## src/sense_pkg.sv

```systemverilog
package sense_pkg;
  localparam int ADR_W = 4;
  localparam int DAT_W = 32;
  // Register byte addresses
  localparam logic [ADR_W-1:0] ADDR_SELECT = 4'h0;
  localparam logic [ADR_W-1:0] ADDR_STATUS = 4'h4;
  localparam logic [ADR_W-1:0] ADDR_IRQ_EN = 4'h8;
  localparam logic [ADR_W-1:0] ADDR_FLAGS = 4'hC;
  // Field positions in the select register
  localparam int BIT_HIGH_SEL = 6;
  localparam int BIT_LOW_SEL_HI = 5;
  localparam int BIT_LOW_SEL_LO = 4;
  localparam int BIT_SUP_ADC = 3;
  localparam int BIT_SUP_SENSE = 2;
  localparam int BIT_SEN_ADC = 1;
  localparam int BIT_SEN_SENSE = 0;
  // Field positions shared by status, enable and flag registers
  localparam int BIT_HIGH = 1;
  localparam int BIT_LOW = 0;
  // Implemented bit masks, all other bits read zero
  localparam logic [7:0] MASK_SELECT = 8'h7F;
  localparam logic [7:0] MASK_PAIR = 8'h03;
  localparam logic [7:0] RST_BYTE = 8'h00;
  // Cycles that change detection stays paused after stop ends (synchroniser depth)
  localparam logic [1:0] WAKE_HOLD = 2'h2;
endpackage

```

## src/cond_if.sv

```systemverilog
// Synchronised comparator conditions handed to the register block
interface cond_if;
  logic high_condition;
  logic low_condition;
  modport src (output high_condition, output low_condition);
  modport dst (input high_condition, input low_condition);
endinterface

```

## src/cond_sync.sv

```systemverilog
module cond_sync (
  input wire logic clk_sys,
  input wire logic sys_rst,
  input wire logic cmp_high,
  input wire logic cmp_low,
  input wire logic sense_on,
  cond_if.src cond
);
  import sense_pkg::*;

  typedef struct packed {
    logic [1:0] meta;
    logic [1:0] stable;
  } sync_s;

  sync_s st_reg;
  sync_s st_next;

  // Two-stage capture; only the second stage is looked at
  always_comb begin
    st_next = st_reg;
    st_next.meta = {cmp_high, cmp_low};
    st_next.stable = st_reg.meta;
  end

  always_ff @(posedge clk_sys or posedge sys_rst) begin
    if (sys_rst) begin
      st_reg <= '0;
    end else begin
      st_reg <= st_next;
    end
  end

  assign cond.high_condition = sense_on & st_reg.stable[BIT_HIGH];
  assign cond.low_condition = sense_on & st_reg.stable[BIT_LOW];
endmodule

```

## src/supply_voltage_sense_ctrl.sv

```systemverilog
// Overview of operation
// - Bit 6 picks high threshold, 0 first level, 1 second level.
// - Bits 5:4 pick one of four low thresholds.
// - Supply ADC connect sets only while sense ADC connect is clear.
// - Supply level sense sets only while sense level sense is clear.
// - Setting sense ADC connect clears supply ADC connect.
// - Setting sense level sense clears supply level sense.
// - Select and interrupt enable registers are freely readable and writable.
// - Status register is read-only; writes ignored.
// - Status bit 1 follows comparator high condition.
// - Status bit 0 follows comparator low condition.
// - High flag sets on any change of high condition.
// - Low flag sets on any change of low condition.
// - Writing 1 clears a flag, 0 leaves it.
// - High enable gates high flag to an interrupt request.
// - Low enable gates low flag to an interrupt request.
// - Both requests merge into one interrupt output.
// - With both level senses off, conditions read zero.
// - Stop mode leaves flags and configuration untouched.
// - Unimplemented bits read zero.
//
// Chosen here: the Wishbone register port and the register addresses.
module supply_voltage_sense_ctrl (
  input wire logic clk_sys,
  input wire logic sys_rst,
  input wire logic wb_cyc_i,
  input wire logic wb_stb_i,
  input wire logic wb_we_i,
  input wire logic [sense_pkg::ADR_W-1:0] wb_adr_i,
  input wire logic [3:0] wb_sel_i,
  input wire logic [sense_pkg::DAT_W-1:0] wb_dat_i,
  output logic [sense_pkg::DAT_W-1:0] wb_dat_o,
  output logic wb_ack_o,
  input wire logic cmp_high,
  input wire logic cmp_low,
  input wire logic stop_mode,
  output logic high_level_select,
  output logic [1:0] low_level_select,
  output logic battery_sense_pin_adc_path,
  output logic chip_supply_pin_adc_path,
  output logic battery_sense_pin_cmp_path,
  output logic chip_supply_pin_cmp_path,
  output logic module_irq
);
  import sense_pkg::*;

  typedef struct packed {
    logic [7:0] select;
    logic [1:0] irq_en;
    logic [1:0] flags;
    logic [1:0] cond_prev;
    logic [1:0] wake_cnt;
    logic ack;
    logic [DAT_W-1:0] rdata;
  } ctrl_s;

  ctrl_s st_reg;
  ctrl_s st_next;
  logic sense_on;
  logic req;
  logic wr_byte;
  logic [7:0] wbyte;
  logic [1:0] cond_now;
  logic [1:0] changed;
  logic frozen;
  cond_if cond ();

  // Pack the registered conditions into one status field
  function automatic logic [7:0] pair_byte(input logic [1:0] v);
    pair_byte = {6'h00, v} & MASK_PAIR;
  endfunction

  // Level sense is on when either pin feeds the comparator
  assign sense_on = st_reg.select[BIT_SEN_SENSE] | st_reg.select[BIT_SUP_SENSE];

  cond_sync u_sync (
    .clk_sys(clk_sys),
    .sys_rst(sys_rst),
    .cmp_high(cmp_high),
    .cmp_low(cmp_low),
    .sense_on(sense_on),
    .cond(cond)
  );

  assign cond_now = {cond.high_condition, cond.low_condition};
  // detection paused in stop and while the synchroniser refills after it
  assign frozen = stop_mode | (st_reg.wake_cnt != 2'h0);
  // edge seen in either direction; a paused cycle never counts as a change
  assign changed = frozen ? 2'h0 : (cond_now ^ st_reg.cond_prev);

  // Request is new when ack is not already up, giving one registered ack per access
  assign req = wb_cyc_i & wb_stb_i & ~st_reg.ack;
  // Only byte lane 0 holds register data
  assign wr_byte = req & wb_we_i & wb_sel_i[0];
  assign wbyte = wb_dat_i[7:0];

  // Next state of registers, flags and bus answer
  always_comb begin
    logic [7:0] sel;
    sel = st_reg.select;
    st_next = st_reg;
    st_next.ack = req;
    // last condition kept while paused, so waking finds no false change
    if (!frozen) begin
      st_next.cond_prev = cond_now;
    end
    // Counter held at WAKE_HOLD in stop, drained once stop ends
    if (stop_mode) begin
      st_next.wake_cnt = WAKE_HOLD;
    end else if (st_reg.wake_cnt != 2'h0) begin
      st_next.wake_cnt = st_reg.wake_cnt - 2'h1;
    end

    if (wr_byte && wb_adr_i == ADDR_SELECT) begin
      sel[BIT_HIGH_SEL] = wbyte[BIT_HIGH_SEL];
      sel[BIT_LOW_SEL_HI:BIT_LOW_SEL_LO] = wbyte[BIT_LOW_SEL_HI:BIT_LOW_SEL_LO];
      sel[BIT_SEN_ADC] = wbyte[BIT_SEN_ADC];
      sel[BIT_SEN_SENSE] = wbyte[BIT_SEN_SENSE];
      // supply ADC blocked by sense ADC
      sel[BIT_SUP_ADC] = wbyte[BIT_SUP_ADC] & ~st_reg.select[BIT_SEN_ADC];
      // supply sense blocked by sense sense
      sel[BIT_SUP_SENSE] = wbyte[BIT_SUP_SENSE] & ~st_reg.select[BIT_SEN_SENSE];
      if (wbyte[BIT_SEN_ADC]) begin
        sel[BIT_SUP_ADC] = 1'b0;
      end
      if (wbyte[BIT_SEN_SENSE]) begin
        sel[BIT_SUP_SENSE] = 1'b0;
      end
      st_next.select = sel & MASK_SELECT;
    end

    if (wr_byte && wb_adr_i == ADDR_IRQ_EN) begin
      st_next.irq_en = wbyte[1:0];
    end

    if (wr_byte && wb_adr_i == ADDR_FLAGS) begin
      st_next.flags = st_reg.flags & ~wbyte[1:0];
    end
    st_next.flags = st_next.flags | changed;

    // status not written; unused bits zero
    if (req) begin
      case (wb_adr_i)
        ADDR_SELECT: st_next.rdata = {24'h000000, st_reg.select & MASK_SELECT};
        ADDR_STATUS: st_next.rdata = {24'h000000, pair_byte(cond_now)};
        ADDR_IRQ_EN: st_next.rdata = {24'h000000, pair_byte(st_reg.irq_en)};
        ADDR_FLAGS: st_next.rdata = {24'h000000, pair_byte(st_reg.flags)};
        default: st_next.rdata = '0;
      endcase
    end
  end

  // stop mode has no reset effect on state
  always_ff @(posedge clk_sys or posedge sys_rst) begin
    if (sys_rst) begin
      st_reg <= '0;
    end else begin
      st_reg <= st_next;
    end
  end

  // Analog path controls; paths open in stop mode but configuration is kept
  assign high_level_select = st_reg.select[BIT_HIGH_SEL];
  assign low_level_select = st_reg.select[BIT_LOW_SEL_HI:BIT_LOW_SEL_LO];
  assign battery_sense_pin_adc_path = st_reg.select[BIT_SEN_ADC] & ~stop_mode;
  assign chip_supply_pin_adc_path = st_reg.select[BIT_SUP_ADC] & ~stop_mode;
  assign battery_sense_pin_cmp_path = st_reg.select[BIT_SEN_SENSE] & ~stop_mode;
  assign chip_supply_pin_cmp_path = st_reg.select[BIT_SUP_SENSE] & ~stop_mode;

  assign module_irq = |(st_reg.flags & st_reg.irq_en);

  assign wb_ack_o = st_reg.ack;
  assign wb_dat_o = st_reg.rdata;

  property p_flag_on_change;
    @(posedge clk_sys) disable iff (sys_rst)
      changed[BIT_HIGH] |=> st_reg.flags[BIT_HIGH];
  endproperty
  a_flag_on_change: assert property (p_flag_on_change) else $error("high flag missed");

  property p_low_flag;
    @(posedge clk_sys) disable iff (sys_rst)
      changed[BIT_LOW] |=> st_reg.flags[BIT_LOW];
  endproperty
  a_low_flag: assert property (p_low_flag) else $error("low flag missed");

  property p_flag_sticky;
    @(posedge clk_sys) disable iff (sys_rst)
      st_reg.flags[BIT_LOW] && !(wr_byte && wb_adr_i == ADDR_FLAGS) |=> st_reg.flags[BIT_LOW];
  endproperty
  a_flag_sticky: assert property (p_flag_sticky) else $error("flag lost");

  property p_irq;
    @(posedge clk_sys) disable iff (sys_rst)
      module_irq == ((st_reg.flags[BIT_HIGH] && st_reg.irq_en[BIT_HIGH])
                     || (st_reg.flags[BIT_LOW] && st_reg.irq_en[BIT_LOW]));
  endproperty
  a_irq: assert property (p_irq) else $error("irq mismatch");

  property p_exclusive_adc;
    @(posedge clk_sys) disable iff (sys_rst)
      !(st_reg.select[BIT_SEN_ADC] && st_reg.select[BIT_SUP_ADC]);
  endproperty
  a_exclusive_adc: assert property (p_exclusive_adc) else $error("both adc");

  property p_exclusive_sense;
    @(posedge clk_sys) disable iff (sys_rst)
      !(st_reg.select[BIT_SEN_SENSE] && st_reg.select[BIT_SUP_SENSE]);
  endproperty
  a_exclusive_sense: assert property (p_exclusive_sense) else $error("both sense");

  property p_cond_off;
    @(posedge clk_sys) disable iff (sys_rst)
      !sense_on |-> cond_now == 2'h0;
  endproperty
  a_cond_off: assert property (p_cond_off) else $error("cond not forced");

  property p_top_zero;
    @(posedge clk_sys) disable iff (sys_rst)
      (st_reg.select & ~MASK_SELECT) == 8'h00;
  endproperty
  a_top_zero: assert property (p_top_zero) else $error("bit 7 set");

  property p_sync_delay;
    @(posedge clk_sys) disable iff (sys_rst)
      sense_on && $stable(sense_on) && cmp_high ##1 cmp_high && sense_on |=>
        !sense_on || cond.high_condition;
  endproperty
  a_sync_delay: assert property (p_sync_delay) else $error("sync latency");

  property p_ack_pulse;
    @(posedge clk_sys) disable iff (sys_rst)
      wb_ack_o |=> !wb_ack_o;
  endproperty
  a_ack_pulse: assert property (p_ack_pulse) else $error("ack held");

  property p_high_sel;
    @(posedge clk_sys) disable iff (sys_rst)
      wr_byte && wb_adr_i == ADDR_SELECT |=> high_level_select == $past(wbyte[BIT_HIGH_SEL]);
  endproperty
  a_high_sel: assert property (p_high_sel) else $error("high select not stored");

  property p_low_sel;
    @(posedge clk_sys) disable iff (sys_rst)
      wr_byte && wb_adr_i == ADDR_SELECT |=>
        low_level_select == $past(wbyte[BIT_LOW_SEL_HI:BIT_LOW_SEL_LO]);
  endproperty
  a_low_sel: assert property (p_low_sel) else $error("low select not stored");

  property p_sup_adc_block;
    @(posedge clk_sys) disable iff (sys_rst)
      wr_byte && wb_adr_i == ADDR_SELECT && st_reg.select[BIT_SEN_ADC] |=>
        !st_reg.select[BIT_SUP_ADC];
  endproperty
  a_sup_adc_block: assert property (p_sup_adc_block) else $error("supply adc set");

  property p_sup_sense_block;
    @(posedge clk_sys) disable iff (sys_rst)
      wr_byte && wb_adr_i == ADDR_SELECT && st_reg.select[BIT_SEN_SENSE] |=>
        !st_reg.select[BIT_SUP_SENSE];
  endproperty
  a_sup_sense_block: assert property (p_sup_sense_block) else $error("supply sense set");

  property p_sen_adc_clear;
    @(posedge clk_sys) disable iff (sys_rst)
      wr_byte && wb_adr_i == ADDR_SELECT && wbyte[BIT_SEN_ADC] |=>
        st_reg.select[BIT_SEN_ADC] && !st_reg.select[BIT_SUP_ADC];
  endproperty
  a_sen_adc_clear: assert property (p_sen_adc_clear) else $error("adc not moved");

  property p_sen_sense_clear;
    @(posedge clk_sys) disable iff (sys_rst)
      wr_byte && wb_adr_i == ADDR_SELECT && wbyte[BIT_SEN_SENSE] |=>
        st_reg.select[BIT_SEN_SENSE] && !st_reg.select[BIT_SUP_SENSE];
  endproperty
  a_sen_sense_clear: assert property (p_sen_sense_clear) else $error("sense not moved");

  property p_irq_en_store;
    @(posedge clk_sys) disable iff (sys_rst)
      wr_byte && wb_adr_i == ADDR_IRQ_EN |=> st_reg.irq_en == $past(wbyte[BIT_HIGH:BIT_LOW]);
  endproperty
  a_irq_en_store: assert property (p_irq_en_store) else $error("enable not stored");

  property p_status_high;
    @(posedge clk_sys) disable iff (sys_rst)
      req && wb_adr_i == ADDR_STATUS |=> wb_dat_o[BIT_HIGH] == $past(cond.high_condition);
  endproperty
  a_status_high: assert property (p_status_high) else $error("high status wrong");

  property p_status_low;
    @(posedge clk_sys) disable iff (sys_rst)
      req && wb_adr_i == ADDR_STATUS |=> wb_dat_o[BIT_LOW] == $past(cond.low_condition);
  endproperty
  a_status_low: assert property (p_status_low) else $error("low status wrong");

  property p_flag_quiet;
    @(posedge clk_sys) disable iff (sys_rst)
      !st_reg.flags[BIT_HIGH] && !changed[BIT_HIGH] |=> !st_reg.flags[BIT_HIGH];
  endproperty
  a_flag_quiet: assert property (p_flag_quiet) else $error("high flag without change");

  property p_flag_clear;
    @(posedge clk_sys) disable iff (sys_rst)
      wr_byte && wb_adr_i == ADDR_FLAGS && wbyte[BIT_LOW] && !changed[BIT_LOW] |=>
        !st_reg.flags[BIT_LOW];
  endproperty
  a_flag_clear: assert property (p_flag_clear) else $error("flag not cleared");

  property p_high_irq;
    @(posedge clk_sys) disable iff (sys_rst)
      st_reg.flags[BIT_HIGH] && st_reg.irq_en[BIT_HIGH] |-> module_irq;
  endproperty
  a_high_irq: assert property (p_high_irq) else $error("high request missing");

  property p_low_irq;
    @(posedge clk_sys) disable iff (sys_rst)
      st_reg.flags[BIT_LOW] && st_reg.irq_en[BIT_LOW] |-> module_irq;
  endproperty
  a_low_irq: assert property (p_low_irq) else $error("low request missing");

  property p_off_flag;
    @(posedge clk_sys) disable iff (sys_rst)
      !sense_on && st_reg.cond_prev[BIT_HIGH] && !frozen |=> st_reg.flags[BIT_HIGH];
  endproperty
  a_off_flag: assert property (p_off_flag) else $error("disable raised no flag");

  property p_stop_flags;
    @(posedge clk_sys) disable iff (sys_rst)
      stop_mode && !(wr_byte && wb_adr_i == ADDR_FLAGS) |=> $stable(st_reg.flags);
  endproperty
  a_stop_flags: assert property (p_stop_flags) else $error("flags moved in stop");

  property p_pause_hold;
    @(posedge clk_sys) disable iff (sys_rst)
      frozen |=> $stable(st_reg.cond_prev);
  endproperty
  a_pause_hold: assert property (p_pause_hold) else $error("condition moved while paused");

  property p_rdata_upper;
    @(posedge clk_sys) disable iff (sys_rst)
      wb_ack_o |-> wb_dat_o[DAT_W-1:8] == 24'h000000;
  endproperty
  a_rdata_upper: assert property (p_rdata_upper) else $error("upper read bits set");
endmodule

```

## config.mk

```make
export PLATFORM = sky130hd
export DESIGN_NAME = supply_voltage_sense_ctrl
export DESIGN_NICKNAME = d
export VERILOG_FILES = /design/src/sense_pkg.sv /design/src/cond_if.sv /design/src/cond_sync.sv /design/src/supply_voltage_sense_ctrl.sv
export SDC_FILE = /design/constraint.sdc
export NUM_CORES = 1
export LEC_CHECK = 0
export BUFFER_PORTS_ARGS = -buffer_cell sky130_fd_sc_hd__clkbuf_2
export CAP_MARGIN = 10
export CORE_MARGIN = 3
export CORE_UTILIZATION = 46
export CTS_CLUSTER_DIAMETER = 60
export DETAILED_ROUTE_END_ITERATION = 8
export HOLD_SLACK_MARGIN = 0.02
export PLACE_DENSITY = 0.85
export SLEW_MARGIN = 20
export SYNTH_ARGS = -nofsm -noshare
export SYNTH_HDL_FRONTEND = slang
export SYNTH_SLANG_ARGS = --single-unit
```

## constraint.sdc

```tcl
create_clock -name clk_sys -period 3.9 [get_ports clk_sys]
set_clock_uncertainty 0.05 [all_clocks]
set_input_delay 0.195 -clock clk_sys [delete_from_list [all_inputs] [get_ports clk_sys]]
set_output_delay 0.195 -clock clk_sys [all_outputs]
set_load 0.05 [all_outputs]
```

## Word level (Yosys, flattened, before mapping)

Cells that the tools add are included.

| word-level totals | value |
|---|---|
| input bits | 48 |
| bits in registers | 52 |
| output and inout port bits | 41 |

| operators by class | value |
|---|---|
| mux-type cells | 7 |
| bitwise operators | 23 |
| eq/ne operators | 3 |
| add/subtract/negate cells | 1 |
| reductions and logical operators | 7 |

Operator list:

| kind | count |
|---|---|
| 7-bit case mux with 4 select lines | 1 |
| 1-bit bitwise AND | 12 |
| 4-bit == test (second input constant) | 2 |
| 2-bit two-way mux | 4 |
| 2-bit bitwise AND | 2 |
| 4-bit by 3-bit == test with 1-bit output (second input constant) | 1 |
| 4-bit zero test | 1 |
| 1-bit inverter | 4 |
| 2-bit nonzero test | 2 |
| 1-bit logical AND | 3 |
| 1-bit two-way mux | 2 |
| 2-bit inverter | 1 |
| 1-bit bitwise OR | 2 |
| 2-bit bitwise OR | 1 |
| 2-bit OR reduction | 1 |
| 2-bit by 1-bit subtractor with 2-bit output (second input constant) | 1 |
| 2-bit XOR | 1 |

## Depth between registers and ports, before layout

Gate-level depths: netlist of the first run.

| logic depth | value |
|---|---|
| word-level depth | 7 |
| mapped depth | 5 |

## Cells and area by module

A second synthesis of the first run with hierarchy kept.

| unflattened totals | value |
|---|---|
| cell total of the unflattened synthesis | 135 |
| area total of the unflattened synthesis | 1461.4 µm² |

By module, submodules not included:

| module | area an instance (µm²) | times used | cells an instance | sequential area each (µm²) |
|---|---|---|---|---|
| supply_voltage_sense_ctrl | 1345.0 | 1 | 128 | 575.6 |
| cond_sync | 116.4 | 1 | 7 | 100.1 |

## Least setup slack after synthesis of the first run

Ideal clock, no wire load.

| timing path | value |
|---|---|
| kind | flip-flop to flip-flop |
| from | register st_reg (netlist bit wb_ack_o) |
| to | register st_reg (netlist bit wb_dat_o[1]) |
| path buffers | 1 |
| path slack | 2.129 ns |
| data arrival time | 1.636 ns |
| cell stages (with the launch flop) | 5 |
| required time | 3.764 ns |
| cells stage by stage | dfrtp_1 nand3b_1 clkbuf_1 or3_2 a32oi_1 |

| on the way | value |
|---|---|
| longest elaborated chain between the ends | 2 |

Ends and longest elaborated chain:

| item | RTL line | text |
|---|---|---|
| from (decl) | supply_voltage_sense_ctrl.sv:57 | `ctrl_s st_reg;` |
| from (signal assigned) | supply_voltage_sense_ctrl.sv:158 | `st_reg <= st_next;` |
| 1-bit inverter | supply_voltage_sense_ctrl.sv:92 | `assign req = wb_cyc_i & wb_stb_i & ~st_reg.ack;` |
| 1-bit bitwise AND | supply_voltage_sense_ctrl.sv:92 |  |

No other way between the ends.
A chain may end at the register's enable or synchronous reset.

## Worst setup path in the final report of the first run

| timing path | value |
|---|---|
| from | register st_reg (netlist bit wb_ack_o) |
| to | register st_reg (netlist bit low_level_select[1]) |

| on the way | value |
|---|---|
| longest elaborated chain between the ends | 5 |

Ends and longest elaborated chain:

| item | RTL line | text |
|---|---|---|
| 1-bit inverter | supply_voltage_sense_ctrl.sv:92 |  |
| 1-bit bitwise AND | supply_voltage_sense_ctrl.sv:92 |  |
| 1-bit bitwise AND (2 in a row) | supply_voltage_sense_ctrl.sv:94 | `assign wr_byte = req & wb_we_i & wb_sel_i[0];` |
| 1-bit logical AND | supply_voltage_sense_ctrl.sv:114 | `if (wr_byte && wb_adr_i == ADDR_SELECT) begin` |

No other way between the ends.

==> results summary, run 1 <==
STA classifies the critical path startpoint as a flip-flop. The worst setup path is of the flip-flop to flip-flop kind. The number of inserted diodes is 0. The number of pins exceeding their max-slew limit in the final report came out at 0.

The clock reaches the later pin of the worst-skew pair after 0.31 ns. The number of clock sinks is 27. The critical path data arrival time is 2.07 ns. The remaining antenna violation count after routing came out at 0. The flip-flop count of the largest register, all copies and words added came out at 12. The via count of the first global-routing pass is approximately 880. CTS built an H-tree with a depth of 1.

STA classifies the critical path endpoint as a flip-flop. The average vias per placed instance came out at just over 5. The overall via count from detail_route is 946. The total area inside the core boundary comes to between 0.002 and 0.003 sq mm. The worst slew margin relative to its limit came out at 0.372.

Static timing analysis puts the maximum clock frequency at between 500 and 600 MHz. Entering global routing, the biggest net connects 28 pins. The number of synthesized register bits is 27.

The routed wire length per instance is around 13 microns. The count of placed standard cells including taps came out at 181. The post-route fraction of the period consumed by the critical path is 0.487.

The ratio of total power to cell area is just over 400 mW/mm^2. For this run, design rule violations remaining after detail routing come to 0. The number of antenna violations at the first check in global routing came out at 0.

The path category of the worst min-delay check is input pin to flip-flop. The last weighted congestion value of the routability-driven placer is around 0.83. The cell count after synthesis came out at about 130. The first-pass GRT wire length came out at ~3800 microns. The total leakage power came out at slightly above 0.8 nW. In this run the vertical extent of the chip is slightly above 60 microns. In this run, CTS created clock tree buffers numbering 3. The area growth from synthesis to layout is 7.06%. The total wirelength of the detailed-routed design is approximately 2500 microns. The clock passes through at most 2 buffers. The number of placement rows came out at 19. The remaining global-route overflow is 0. The number of max-capacitance violations reported came out at 0.

Synthesis instantiated 33 different standard cells from the library. The post-route total power came out at roughly 0.64 mW. The buffer cell driving the clock tree root is sky130_fd_sc_hd__clkbuf_4.

The number of buffers inserted by port buffering is 35. The TritonCTS clock tree is yes. The estimated wirelength of the detail-placed design came out at between 2000 and 2500 microns. The mapped cell area came out at about 0.0014 sq mm. Yosys printed 0 warnings. The total number of nets in the final design is about 210. The area enclosed by the die boundary is 0.00383 sq mm. The initial DRC count is 30. The post-layout minimum cycle time came out at approximately 1.9 ns. The register area share after synthesis is 0.471.

The final hold slack is roughly 0.058 ns. Along the worst path, the maximum fanout reaches 12. The clock transition time at the flip-flop clock pins of the worst setup and hold paths came out at approximately 0.13 ns. At the worst endpoint, the required time is around 4 ns. Setup violations remaining at the end of the flow were counted as 0.

The run finished with clean final reports. Post-CTS timing repair inserted 0 buffers for setup. The top-level port count came out at 89. The fraction of final layout cells with drive strength greater than 1 is 0.350. The initial core utilization came out at 0.503.

Once layout is complete, the cells apart from fillers number about 190. The count of endpoints failing hold in the final timing report came out at 0. The total negative setup slack is 0 ns. Across the VDD grid, the largest voltage drop is about 0.32 mV. The x dimension of the die came out at 61.9 microns. Setup repair after global routing left no endpoint under its margin. In this run the mean area of a mapped cell was 11.4 sq um. The first-pass iteration count of the detailed router is 4. For the pin with the worst max-slew slack, the measured transition is 0.937 ns. For this run, the total global-route usage over all layers was measured as 0.135.
## cell families after synthesis
group | after synthesis | synth area share
flip-flops | 27 | 0.471
AO/OA/AOI/OAI | 15 | 0.0811
adder cells (fa/ha/maj) | 1 | 0.00872
other | 1 | 0.00261
multiplexers | 13 | 0.101
AND/OR/NAND/NOR | 27 | 0.126
buffers and inverters | 39 | 0.191
XOR/XNOR | 3 | 0.0183
## cell usage after synthesis
library cell	n	area (sq um)
sky130_fd_sc_hd__xor2_1	2	17.5
sky130_fd_sc_hd__ha_1	1	12.5
sky130_fd_sc_hd__nor3_1	1	5.00
sky130_fd_sc_hd__and4bb_2	1	12.5
sky130_fd_sc_hd__nand3b_1	1	7.51
sky130_fd_sc_hd__clkbuf_1	1	3.75
sky130_fd_sc_hd__dfrtp_1	27	676
sky130_fd_sc_hd__or2_2	1	6.26
sky130_fd_sc_hd__nand4_1	2	12.5
sky130_fd_sc_hd__o21ai_0	3	15.0
sky130_fd_sc_hd__and2_1	1	6.26
sky130_fd_sc_hd__inv_1	4	15.0
sky130_fd_sc_hd__mux2_2	12	135
sky130_fd_sc_hd__xnor2_1	1	8.76
sky130_fd_sc_hd__or3_2	1	7.51
sky130_fd_sc_hd__a32oi_1	1	8.76
sky130_fd_sc_hd__nor2b_1	4	25.0
sky130_fd_sc_hd__nand4b_1	1	8.76
sky130_fd_sc_hd__nor4b_1	1	8.76
sky130_fd_sc_hd__nor3_4	1	16.3
sky130_fd_sc_hd__nor2_1	2	7.51
sky130_fd_sc_hd__nor3b_1	2	15.0
sky130_fd_sc_hd__o2bb2ai_1	2	17.5
sky130_fd_sc_hd__nand2_1	5	18.8
sky130_fd_sc_hd__o21a_1	1	7.51
sky130_fd_sc_hd__a222oi_1	1	10.0
sky130_fd_sc_hd__a22o_1	6	52.6
sky130_fd_sc_hd__mux2i_1	1	10.0
sky130_fd_sc_hd__nand2b_1	2	12.5
sky130_fd_sc_hd__a21oi_1	1	5.00
sky130_fd_sc_hd__buf_4	34	255
sky130_fd_sc_hd__or4_4	1	11.3
sky130_fd_sc_hd__conb_1	1	3.75
## timing repair
action	CTS	global route
setup endpoints to repair	0	0
hold buffers	2	1
hold endpoints to repair	2	27
gates resized for setup	0	0
## per-stage QoR
step / util / instance area (sq um) / setup WS (ns)
finish: 0.539 / 1540 / 2.00
detailed placement: 0.519 / 1480 / 2.03
floorplan: - / 1530 / 2.13
global route: 0.539 / 1540 / 1.91
global placement: 0.519 / 1480 / 2.08
CTS: 0.535 / 1530 / 1.99
## cell usage in the layout (no fill, tap or decap), drive strengths merged, types with 3 or more instances in the layout
cell / Yosys / layout
mux2: 12 / 12
nand2: 5 / 5
o21ai: 3 / 3
a22o: 6 / 6
dlygate4sd3: 0 / 3
conb: 1 / 25
nor2b: 4 / 4
dfrtp: 27 / 27
inv: 4 / 3
clkbuf: 1 / 39
## power breakdown
part / internal (mW) / switching [mW]
Combinational: 0.0583 / 0.127
Sequential: 0.313 / 0.0232
Clock: 0.0400 / 0.0754
## worst paths after layout
path | startpoint | endpoint | slack, ns | depth (start not counted)
hold reg to reg | u_sync.st_next[1] | u_sync.st_reg[1] | 0.32 | 0
min in group asynchronous | sys_rst | st_reg[34] | 0.43 | 3
setup reg to reg | wb_ack_o | low_level_select[1] | 2.00 | 3
hold / removal | wb_dat_i[4] | low_level_select[0] | 0.06 | 2
setup / recovery | wb_ack_o | low_level_select[1] | 2.00 | 3
max in group asynchronous | sys_rst | st_reg[36] | 2.94 | 3
## critical path: stages, from the launching register on
cell and delay (ns):
sky130_fd_sc_hd__dfrtp_1 0.40, sky130_fd_sc_hd__nand3b_1 0.44, sky130_fd_sc_hd__nor3_4 0.52, sky130_fd_sc_hd__mux2_2 0.39
## layer usage
metal,track usage,part of all wire
met1,0.164,0.41
met2,0.242,0.50
met3,0.0372,0.082
met4,0.0182,0.0051
met5,0,0
## layout make-up
cell class / instances / area (sq um)
clock buffers: 4 / 26.3
fillers: 259 / 1320
inverters: 4 / 15.0
multi-input cells: 84 / 576
flip-flops and latches: 27 / 676
well taps: 31 / 38.8
repair buffers: 38 / 205
Note: power is estimated with default switching activity, not from simulation.
==> run 2: changes to the inputs <==
ABC_AREA = 1   (was not set)
CORE_UTILIZATION = 39   (was 46)
PLACE_DENSITY = 0.76   (was 0.85)
clock period = 1.7 ns   (was 3.9 ns; I/O delays follow)
==> results summary, run 2 <==
The run finished with clean final reports. The remaining antenna violation count after routing is 0 (unchanged). The clock transition time at the flip-flop clock pins of the worst setup and hold paths is 0.09 ns (-0.04 ns). The worst path setup slack after routing is 0.316 ns (-1.68 ns). The number of inserted diodes came out at 0 (unchanged). The core area is 0.00372 sq mm (+30%). The synthesized netlist cell count is 184 (+46%). The ratio of total power to cell area was 900 mW/mm^2 (+120%). The total leakage power is 0.983 nW (+22%). The number of synthesized register bits is 27 (unchanged). The initial core utilization is 0.410 (-0.0933). The number of max-capacitance violations reported came to 0 (unchanged). The post-layout minimum cycle time is 1.38 ns (-0.517 ns). Relative to the synthesized area, the layout overhead comes to 12.6%. The worst vdd rail ir drop came to 0.406 mV (+26%). The number of enable flip-flop cells after synthesis is 0 (unchanged). The first-pass iteration count of the detailed router came to 4 (unchanged). The adder-cell share of the synthesized area is 0.00822 (-0.000501). The number of clock sinks was 27 (unchanged). Yosys instantiated no cell more often than sky130_fd_sc_hd__nand2_1. The CTS buffer count is 3 (unchanged).

The largest family of logic cells by synthesized area is simple AND/OR/NAND/NOR gates. The sum of met3 wire segment lengths after detailed routing came out at 211 microns (+1.9%). The maximum number of pins on one net before global-route repair is 28 (unchanged).

The mapped cell area is 0.00152 sq mm (+6.1%). The register area share after synthesis is 0.444 (-0.0271). The initial DRC count is 62 (+110%). The overall via count from detail_route is 1,143 (+21%).

The synthesized-area fraction occupied by and/or/nand/nor cells came out at 0.254 (+0.127). The element type at the critical path end is a flip-flop. The pre-CTS setup slack was 0.324 ns (-1.70 ns). The all-layer global routing usage came out at 0.119 (-0.0152).

The routed wire length per instance came out at 10.2 microns (-24%). The share of flip-flops with an asynchronous set or reset after synthesis came out at 1.00 (unchanged). The maximum buffer depth of the clock tree was 2 (unchanged).

The x dimension of the die is 68.5 microns (+11%). Leaving out fill and tap cells, the most frequent cells in the layout are sky130_fd_sc_hd__nand2_1 (46), sky130_fd_sc_hd__clkbuf_2 (35), sky130_fd_sc_hd__dfrtp_1 (27), sky130_fd_sc_hd__conb_1 (25), sky130_fd_sc_hd__inv_1 (18). The number of antenna violations at the first check in global routing came out at 0 (unchanged). The number of remaining DRC errors came to 0 (unchanged). Summed over all instances, the cell type with the most area after synthesis is sky130_fd_sc_hd__dfrtp_1.

The leading cell type in the layout, fill and taps excluded is sky130_fd_sc_hd__nand2_1. The routed metal-1 wire length is 1260 microns (+21%). The area enclosed by the die boundary came out at 0.00469 sq mm (+23%). After synthesis, the most frequently instantiated cells are sky130_fd_sc_hd__nand2_1 (46), sky130_fd_sc_hd__buf_4 (34), sky130_fd_sc_hd__dfrtp_1 (27). The first-pass GRT wire length is 4200 microns (+9.7%). The last weighted congestion value of the routability-driven placer is 0.793 (-4.2%). The mean area per synthesized cell is 8.28 sq um (-27%).

The final hold slack came out at 0.0615 ns (+0.00305 ns). The utilization after layout came to 0.461 (-0.0773). The count of warnings emitted by yosys was 0 (unchanged). The critical path data arrival time is 1.50 ns (-0.57 ns).

The number of placement rows came out at 22 (+3). The setup fix buffers added after clock tree synthesis is 0 (unchanged). Setup repair after global routing left no endpoint under its margin.

The average vias per placed instance came to 4.25 (-16%). The biggest fanout along the worst timing path is 11 (-1). The share of cell area taken by muxes after synthesis is 0 (-0.101). The total length of routed met2 wires came out at 1250 microns (-2.2%). The estimated wirelength of the detail-placed design is 2140 microns (+7.0%). The critical path start-end classification is flip-flop to flip-flop. The uppermost metal layer occupied by signal nets is met4. The number of pins exceeding their max-slew limit in the final report is 0 (unchanged).

The highest clock frequency the design can meet came out at 723 MHz (+37%). Sorting the synthesized cells by area gives the leading types as sky130_fd_sc_hd__dfrtp_1 (44%), sky130_fd_sc_hd__buf_4 (17%), sky130_fd_sc_hd__nand2_1 (11%), sky130_fd_sc_hd__nand3_1 (5.6%), sky130_fd_sc_hd__inv_1 (4.4%). The share of the synthesized area in the top cell type came out at 0.444 (-0.0271). The number of levels in the clock H-tree is 1 (unchanged). The path class of the tightest hold or removal check is input pin to flip-flop. The data required time of the worst path came out at 1.81 ns (-2.25 ns). The number of buffers inserted by port buffering came out at 35 (unchanged). The count of endpoints failing hold in the final timing report is 0 (unchanged).

The standard cell with the maximum stage delay on the critical path is sky130_fd_sc_hd__dfrtp_1. The buffer cell driving the clock tree root is sky130_fd_sc_hd__clkbuf_8. The critical path goes through nand3b_4, nor2_4, nand2_2, nand2_1, o21ai_2. The via count of the first global-routing pass is 949 (+8.2%). The total number of nets in the final design was 271 (+31%). The total of endpoints with negative setup slack in the final report is 0 (unchanged). The post-synthesis compound-gate area fraction is 0.0649 (-0.0162).

The total negative setup slack came out at 0 ns (unchanged). The count of different cell masters after synthesis is 19 (-42%). The largest stage delay on the critical path is 0.38 ns (-0.14 ns).

The post-route fraction of the period consumed by the critical path came out at 0.814 (+0.326). The fraction of final layout cells with drive strength greater than 1 came to 0.222 (-0.129). The total wirelength of the detailed-routed design is 2750 microns (+8.2%). The remaining global-route overflow is 0 (unchanged). The leading register cell type out of synthesis is sky130_fd_sc_hd__dfrtp_1. The quantity of gates resized following cts came out at 0 (unchanged). The fraction of synthesized cell area in xor and xnor cells is 0 (-0.0183). The die outline height came to 68.5 microns (+11%).

The startpoint class of the critical path is a flip-flop. The top-level port count is 89 (unchanged). The flip-flop count of the largest register, all copies and words added came to 12 (unchanged).

The clock latency of the later-clocked register in the worst-skew pair came to 0.27 ns (-0.04 ns). The TritonCTS clock tree is yes.
-- run 2: cell types whose count changed in the layout (fill, tap and decap cells not counted), sizes merged, moves of 4 or more --
cell         previous run  this run
a22o                    6         1
dlygate4sd3             3         9
inv                     3        18
mux2                   12         0
nand2                   5        48
nand3                   0        17
nor2                    2        18
nor2b                   4         0
o21ai                   3        11
-- run 2: per-layer routing --
layer | vias to the layer above | global-route usage
li1 | 589 | -
met1 | 509 | 0.167
met2 | 42 | 0.185
met3 | 3 | 0.0230
met4 | 0 | 0.0372
met5 | - | 0
-- run 2: cell type report --
cell class	instances	area [sq um]
inverters	18	67.6
multi-input cells	127	592
well taps	48	60.1
clock inverters	1	5.00
fillers	386	2000
repair buffers	45	273
flip-flops and latches	27	676
clock buffers	3	41.3
-- run 2: worst max-delay path: cells and delay by family, from the launching register on --
family / cells / cell delay [ns]
flip-flops: 1 / 0.38
AND/OR/NAND/NOR: 4 / 0.78
AO/OA/AOI/OAI: 1 / 0.05
-- run 2: path summary, 6_finish.rpt --
kind                                   startpoint                to  slack [ns]  cells past startpoint
worst max-delay path                     wb_ack_o        st_reg[43]        0.32                      5
worst min register to register  u_sync.st_next[1]  u_sync.st_reg[1]        0.30                      0
worst min-delay path                  wb_dat_i[0]        st_reg[37]        0.06                      4
min in group asynchronous                 sys_rst        st_reg[34]        0.33                      4
worst max register to register           wb_ack_o        st_reg[43]        0.32                      5
max in group asynchronous                 sys_rst        st_reg[40]        1.01                      4
-- run 2: what timing repair did --
action / in CTS / in global routing
endpoints found under the setup margin: 0 / 0
hold buffers: 9 / 0
endpoints found under the hold margin: 35 / 0
-- run 2: metrics by stage --
stage | cell area, sq um | instances | power (mW)
global placement | 1580 | 256 | 1.17
finish | 1710 | 269 | 1.54
detailed placement | 1580 | 256 | 1.18
floorplan | 1610 | 208 | 1.15
global route | 1710 | 269 | 1.65
CTS | 1710 | 269 | 1.57
-- run 2: cells by family after synthesis --
family / after synthesis
other: 1
adders and majority gates: 1
buffers and inverters: 54
AOI/OAI and AO/OA: 15
and+or+nand+nor: 86
DFF: 27
-- run 2: power by group --
group | internal, mW | leakage (nW) | total, mW | switching, mW
Combinational | 0.106 | 0.599 | 0.417 | 0.311
Clock | 0.164 | 0.0255 | 0.356 | 0.192
Sequential | 0.716 | 0.358 | 0.769 | 0.0533
==> run 3: changes to the inputs <==
ABC_AREA = 0   (was 1)
CORE_UTILIZATION = 42   (was 39)
PLACE_DENSITY = 0.79   (was 0.76)
clock period = 1.43 ns   (was 1.7 ns; I/O delays follow)
==> results summary, run 3 (synthesis gave the netlist of run 1 again) <==
The number of clock sinks is 27 (unchanged). The via count of the first global-routing pass is 955 (+0.63%). The critical path start-end classification is flip-flop to flip-flop.

The maximum buffer depth of the clock tree was 2 (unchanged). The CTS buffer count is 3 (unchanged). The flow ran to the end, but the final reports show violations. The number of placement rows came out at 20 (-9.1%). The first-pass iteration count of the detailed router was 4 (unchanged). The area enclosed by the die boundary is 0.00415 sq mm (-11%). The path category of the worst min-delay check is input pin to flip-flop. The die outline height is 64.5 microns (-5.9%). The final design area excluding fillers is 0.00179 sq mm (+4.5%). The pre-CTS setup slack is -0.172 ns (-0.496 ns). The buffer cell driving the clock tree root is sky130_fd_sc_hd__clkbuf_4.

The TritonCTS clock tree is yes. The leading cell type in the layout, fill and taps excluded is sky130_fd_sc_hd__clkbuf_2. The post-route fraction of the period consumed by the critical path was 1.06 (+0.242). The checks that failed: setup timing. The all-layer global routing usage is 0.136 (+0.0168). The highest clock frequency the design can meet is 663 MHz (-8.3%). The placed cell area is 0.00158 sq mm (+0.40%). The total number of nets in the final design came to 227 (-16%).

The count of endpoints failing hold in the final timing report came out at 0 (unchanged). Traced cell by cell, the critical path runs through nand3b_1, nor3_4, buf_6, mux2_4. The total leakage power came to 0.921 nW (-6.3%).

The estimated wirelength of the detail-placed design came out at 2130 microns (-0.51%). The post-layout minimum cycle time was 1.51 ns (+0.126 ns). The last weighted congestion value of the routability-driven placer is 0.823 (+3.7%). The data required time of the worst path is 1.60 ns (-0.21 ns).

Setup repair after global routing could not meet its margin everywhere. The largest stage delay on the critical path is 0.42 ns (+0.04 ns). The first-pass GRT wire length came out at 4400 microns (+4.8%).

The initial core utilization came out at 0.455 (+0.0454). The overall via count from detail_route came out at 1,013 (-11%). The total of endpoints with negative setup slack in the final report is 10 (+10). The post-route total power is 1.85 mW (+20%). The worst setup path is captured at a flip-flop. The final hold slack came out at 0.0843 ns (+0.0228 ns).

The number of buffers inserted by port buffering came out at 35 (unchanged). The top-level port count is 89 (unchanged). The clock latency of the later-clocked register in the worst-skew pair is 0.33 ns (+0.06 ns).

The number of buffer and inverter instances along the worst setup path came to 1 (+1). The worst vdd rail ir drop is 0.634 mV (+56%). The clock transition time at the flip-flop clock pins of the worst setup and hold paths came out at 0.13 ns (+0.04 ns).

The critical path data arrival time is 1.68 ns (+0.18 ns). The remaining global-route overflow is 0 (unchanged). The average vias per placed instance was 4.58 (+7.9%). The final non-filler cell total is 221 (-18%). The number of inserted diodes came out at 0 (unchanged). For this design, the slowest cell found on the critical path is sky130_fd_sc_hd__dfrtp_2. The maximum number of pins on one net before global-route repair came out at 28 (unchanged). The number of max-capacitance violations reported is 0 (unchanged). The biggest fanout along the worst timing path is 4 (-7). The remaining antenna violation count after routing came to 0 (unchanged). The number of remaining DRC errors is 0 (unchanged). The fraction of final layout cells with drive strength greater than 1 came out at 0.441 (+0.219). The library cells used most frequently in the layout, excluding fill and tap cells, are sky130_fd_sc_hd__clkbuf_2 (35), sky130_fd_sc_hd__conb_1 (25), sky130_fd_sc_hd__dfrtp_1 (24), sky130_fd_sc_hd__buf_4 (10), sky130_fd_sc_hd__dlygate4sd3_1 (9). The total wirelength of the detailed-routed design is 2780 microns (+1.1%). The flip-flop count of the largest register, all copies and words added is 12 (unchanged).

The number of pins exceeding their max-slew limit in the final report was 0 (unchanged). The number of antenna violations at the first check in global routing came out at 0 (unchanged). The total negative setup slack is -0.522 ns (-0.522 ns). The x dimension of the die is 64.5 microns (-5.9%). The core area is 0.00315 sq mm (-15%).

The utilization after layout came to 0.568 (+0.107). The number of levels in the clock H-tree came out at 1 (unchanged). The worst setup path is launched from a flip-flop. The area growth from synthesis to layout is 24.8%. The routed wire length per instance came out at 12.6 microns (+23%). The ratio of total power to cell area came out at 1030 mW/mm^2 (+15%). The worst path setup slack after routing came out at -0.0794 ns (-0.396 ns). The initial DRC count came out at 25 (-60%).

The family of cells with the greatest summed delay on the critical path is simple AND/OR/NAND/NOR gates. The count of placed standard cells including taps was 205 (-20%).
==> run 3: cell count changes in the layout (fill, tap and decap cells not counted), sizes merged, moves of 5 or more <==
| cell | change |
|---|---|
| nand3 | -17 |
| nand2 | -43 |
| buf | +13 |
| nor2 | -16 |
| mux2 | +12 |
| inv | -14 |
| a22o | +5 |
| o21ai | -8 |
==> run 3: worst register-to-register path, stage by stage, from the launching register on <==
cell	delay, ns
sky130_fd_sc_hd__dfrtp_2	0.42
sky130_fd_sc_hd__nand3b_1	0.24
sky130_fd_sc_hd__nor3_4	0.25
sky130_fd_sc_hd__buf_6	0.15
sky130_fd_sc_hd__mux2_4	0.30
==> run 3: path summary, 6_finish.rpt <==
check                                  start                to  slack, ns  depth (start not counted)
setup reg to reg                    wb_ack_o        st_reg[41]      -0.08                          4
hold / removal                   wb_adr_i[0]       wb_dat_o[0]       0.08                          4
max in group asynchronous            sys_rst          wb_ack_o       0.80                          4
setup / recovery                    wb_ack_o        st_reg[41]      -0.08                          4
min in group asynchronous            sys_rst        st_reg[33]       0.25                          4
hold reg to reg            u_sync.st_next[1]  u_sync.st_reg[1]       0.32                          0
==> run 3: repair_timing <==
action                     in CTS  in global routing
cloned                          0                  0
pin swaps                       0                  3
buffers inserted                0                  3
hold buffers                    9                  0
hold endpoints to repair       39                  0
gates resized for setup         5                 14
setup endpoints to repair      10                 19
==> run 3: where the power goes <==
part | internal, mW | total (mW) | switching, mW
Sequential | 0.856 | 0.929 | 0.0736
Combinational | 0.217 | 0.588 | 0.371
Clock | 0.105 | 0.328 | 0.223
Total | 1.18 | 1.85 | 0.667
==> run 3: final cells by class <==
class / instances / area, sq um
clock inverters: 1 / 5.00
repair buffers: 58 / 385
clock buffers: 3 / 22.5
inverters: 4 / 17.5
flip-flops and latches: 27 / 679
multi-input cells: 84 / 626
well taps: 44 / 55.1
fillers: 275 / 1360
==> run 3: routing by layer <==
| metal | up-vias | GRT usage | share of wire |
|---|---|---|---|
| li1 | 480 | - | - |
| met1 | 486 | 0.184 | 0.45 |
| met2 | 45 | 0.222 | 0.49 |
| met3 | 2 | 0.0225 | 0.059 |
| met4 | 0 | 0.0475 | 0.0043 |
| met5 | - | 0 | 0 |
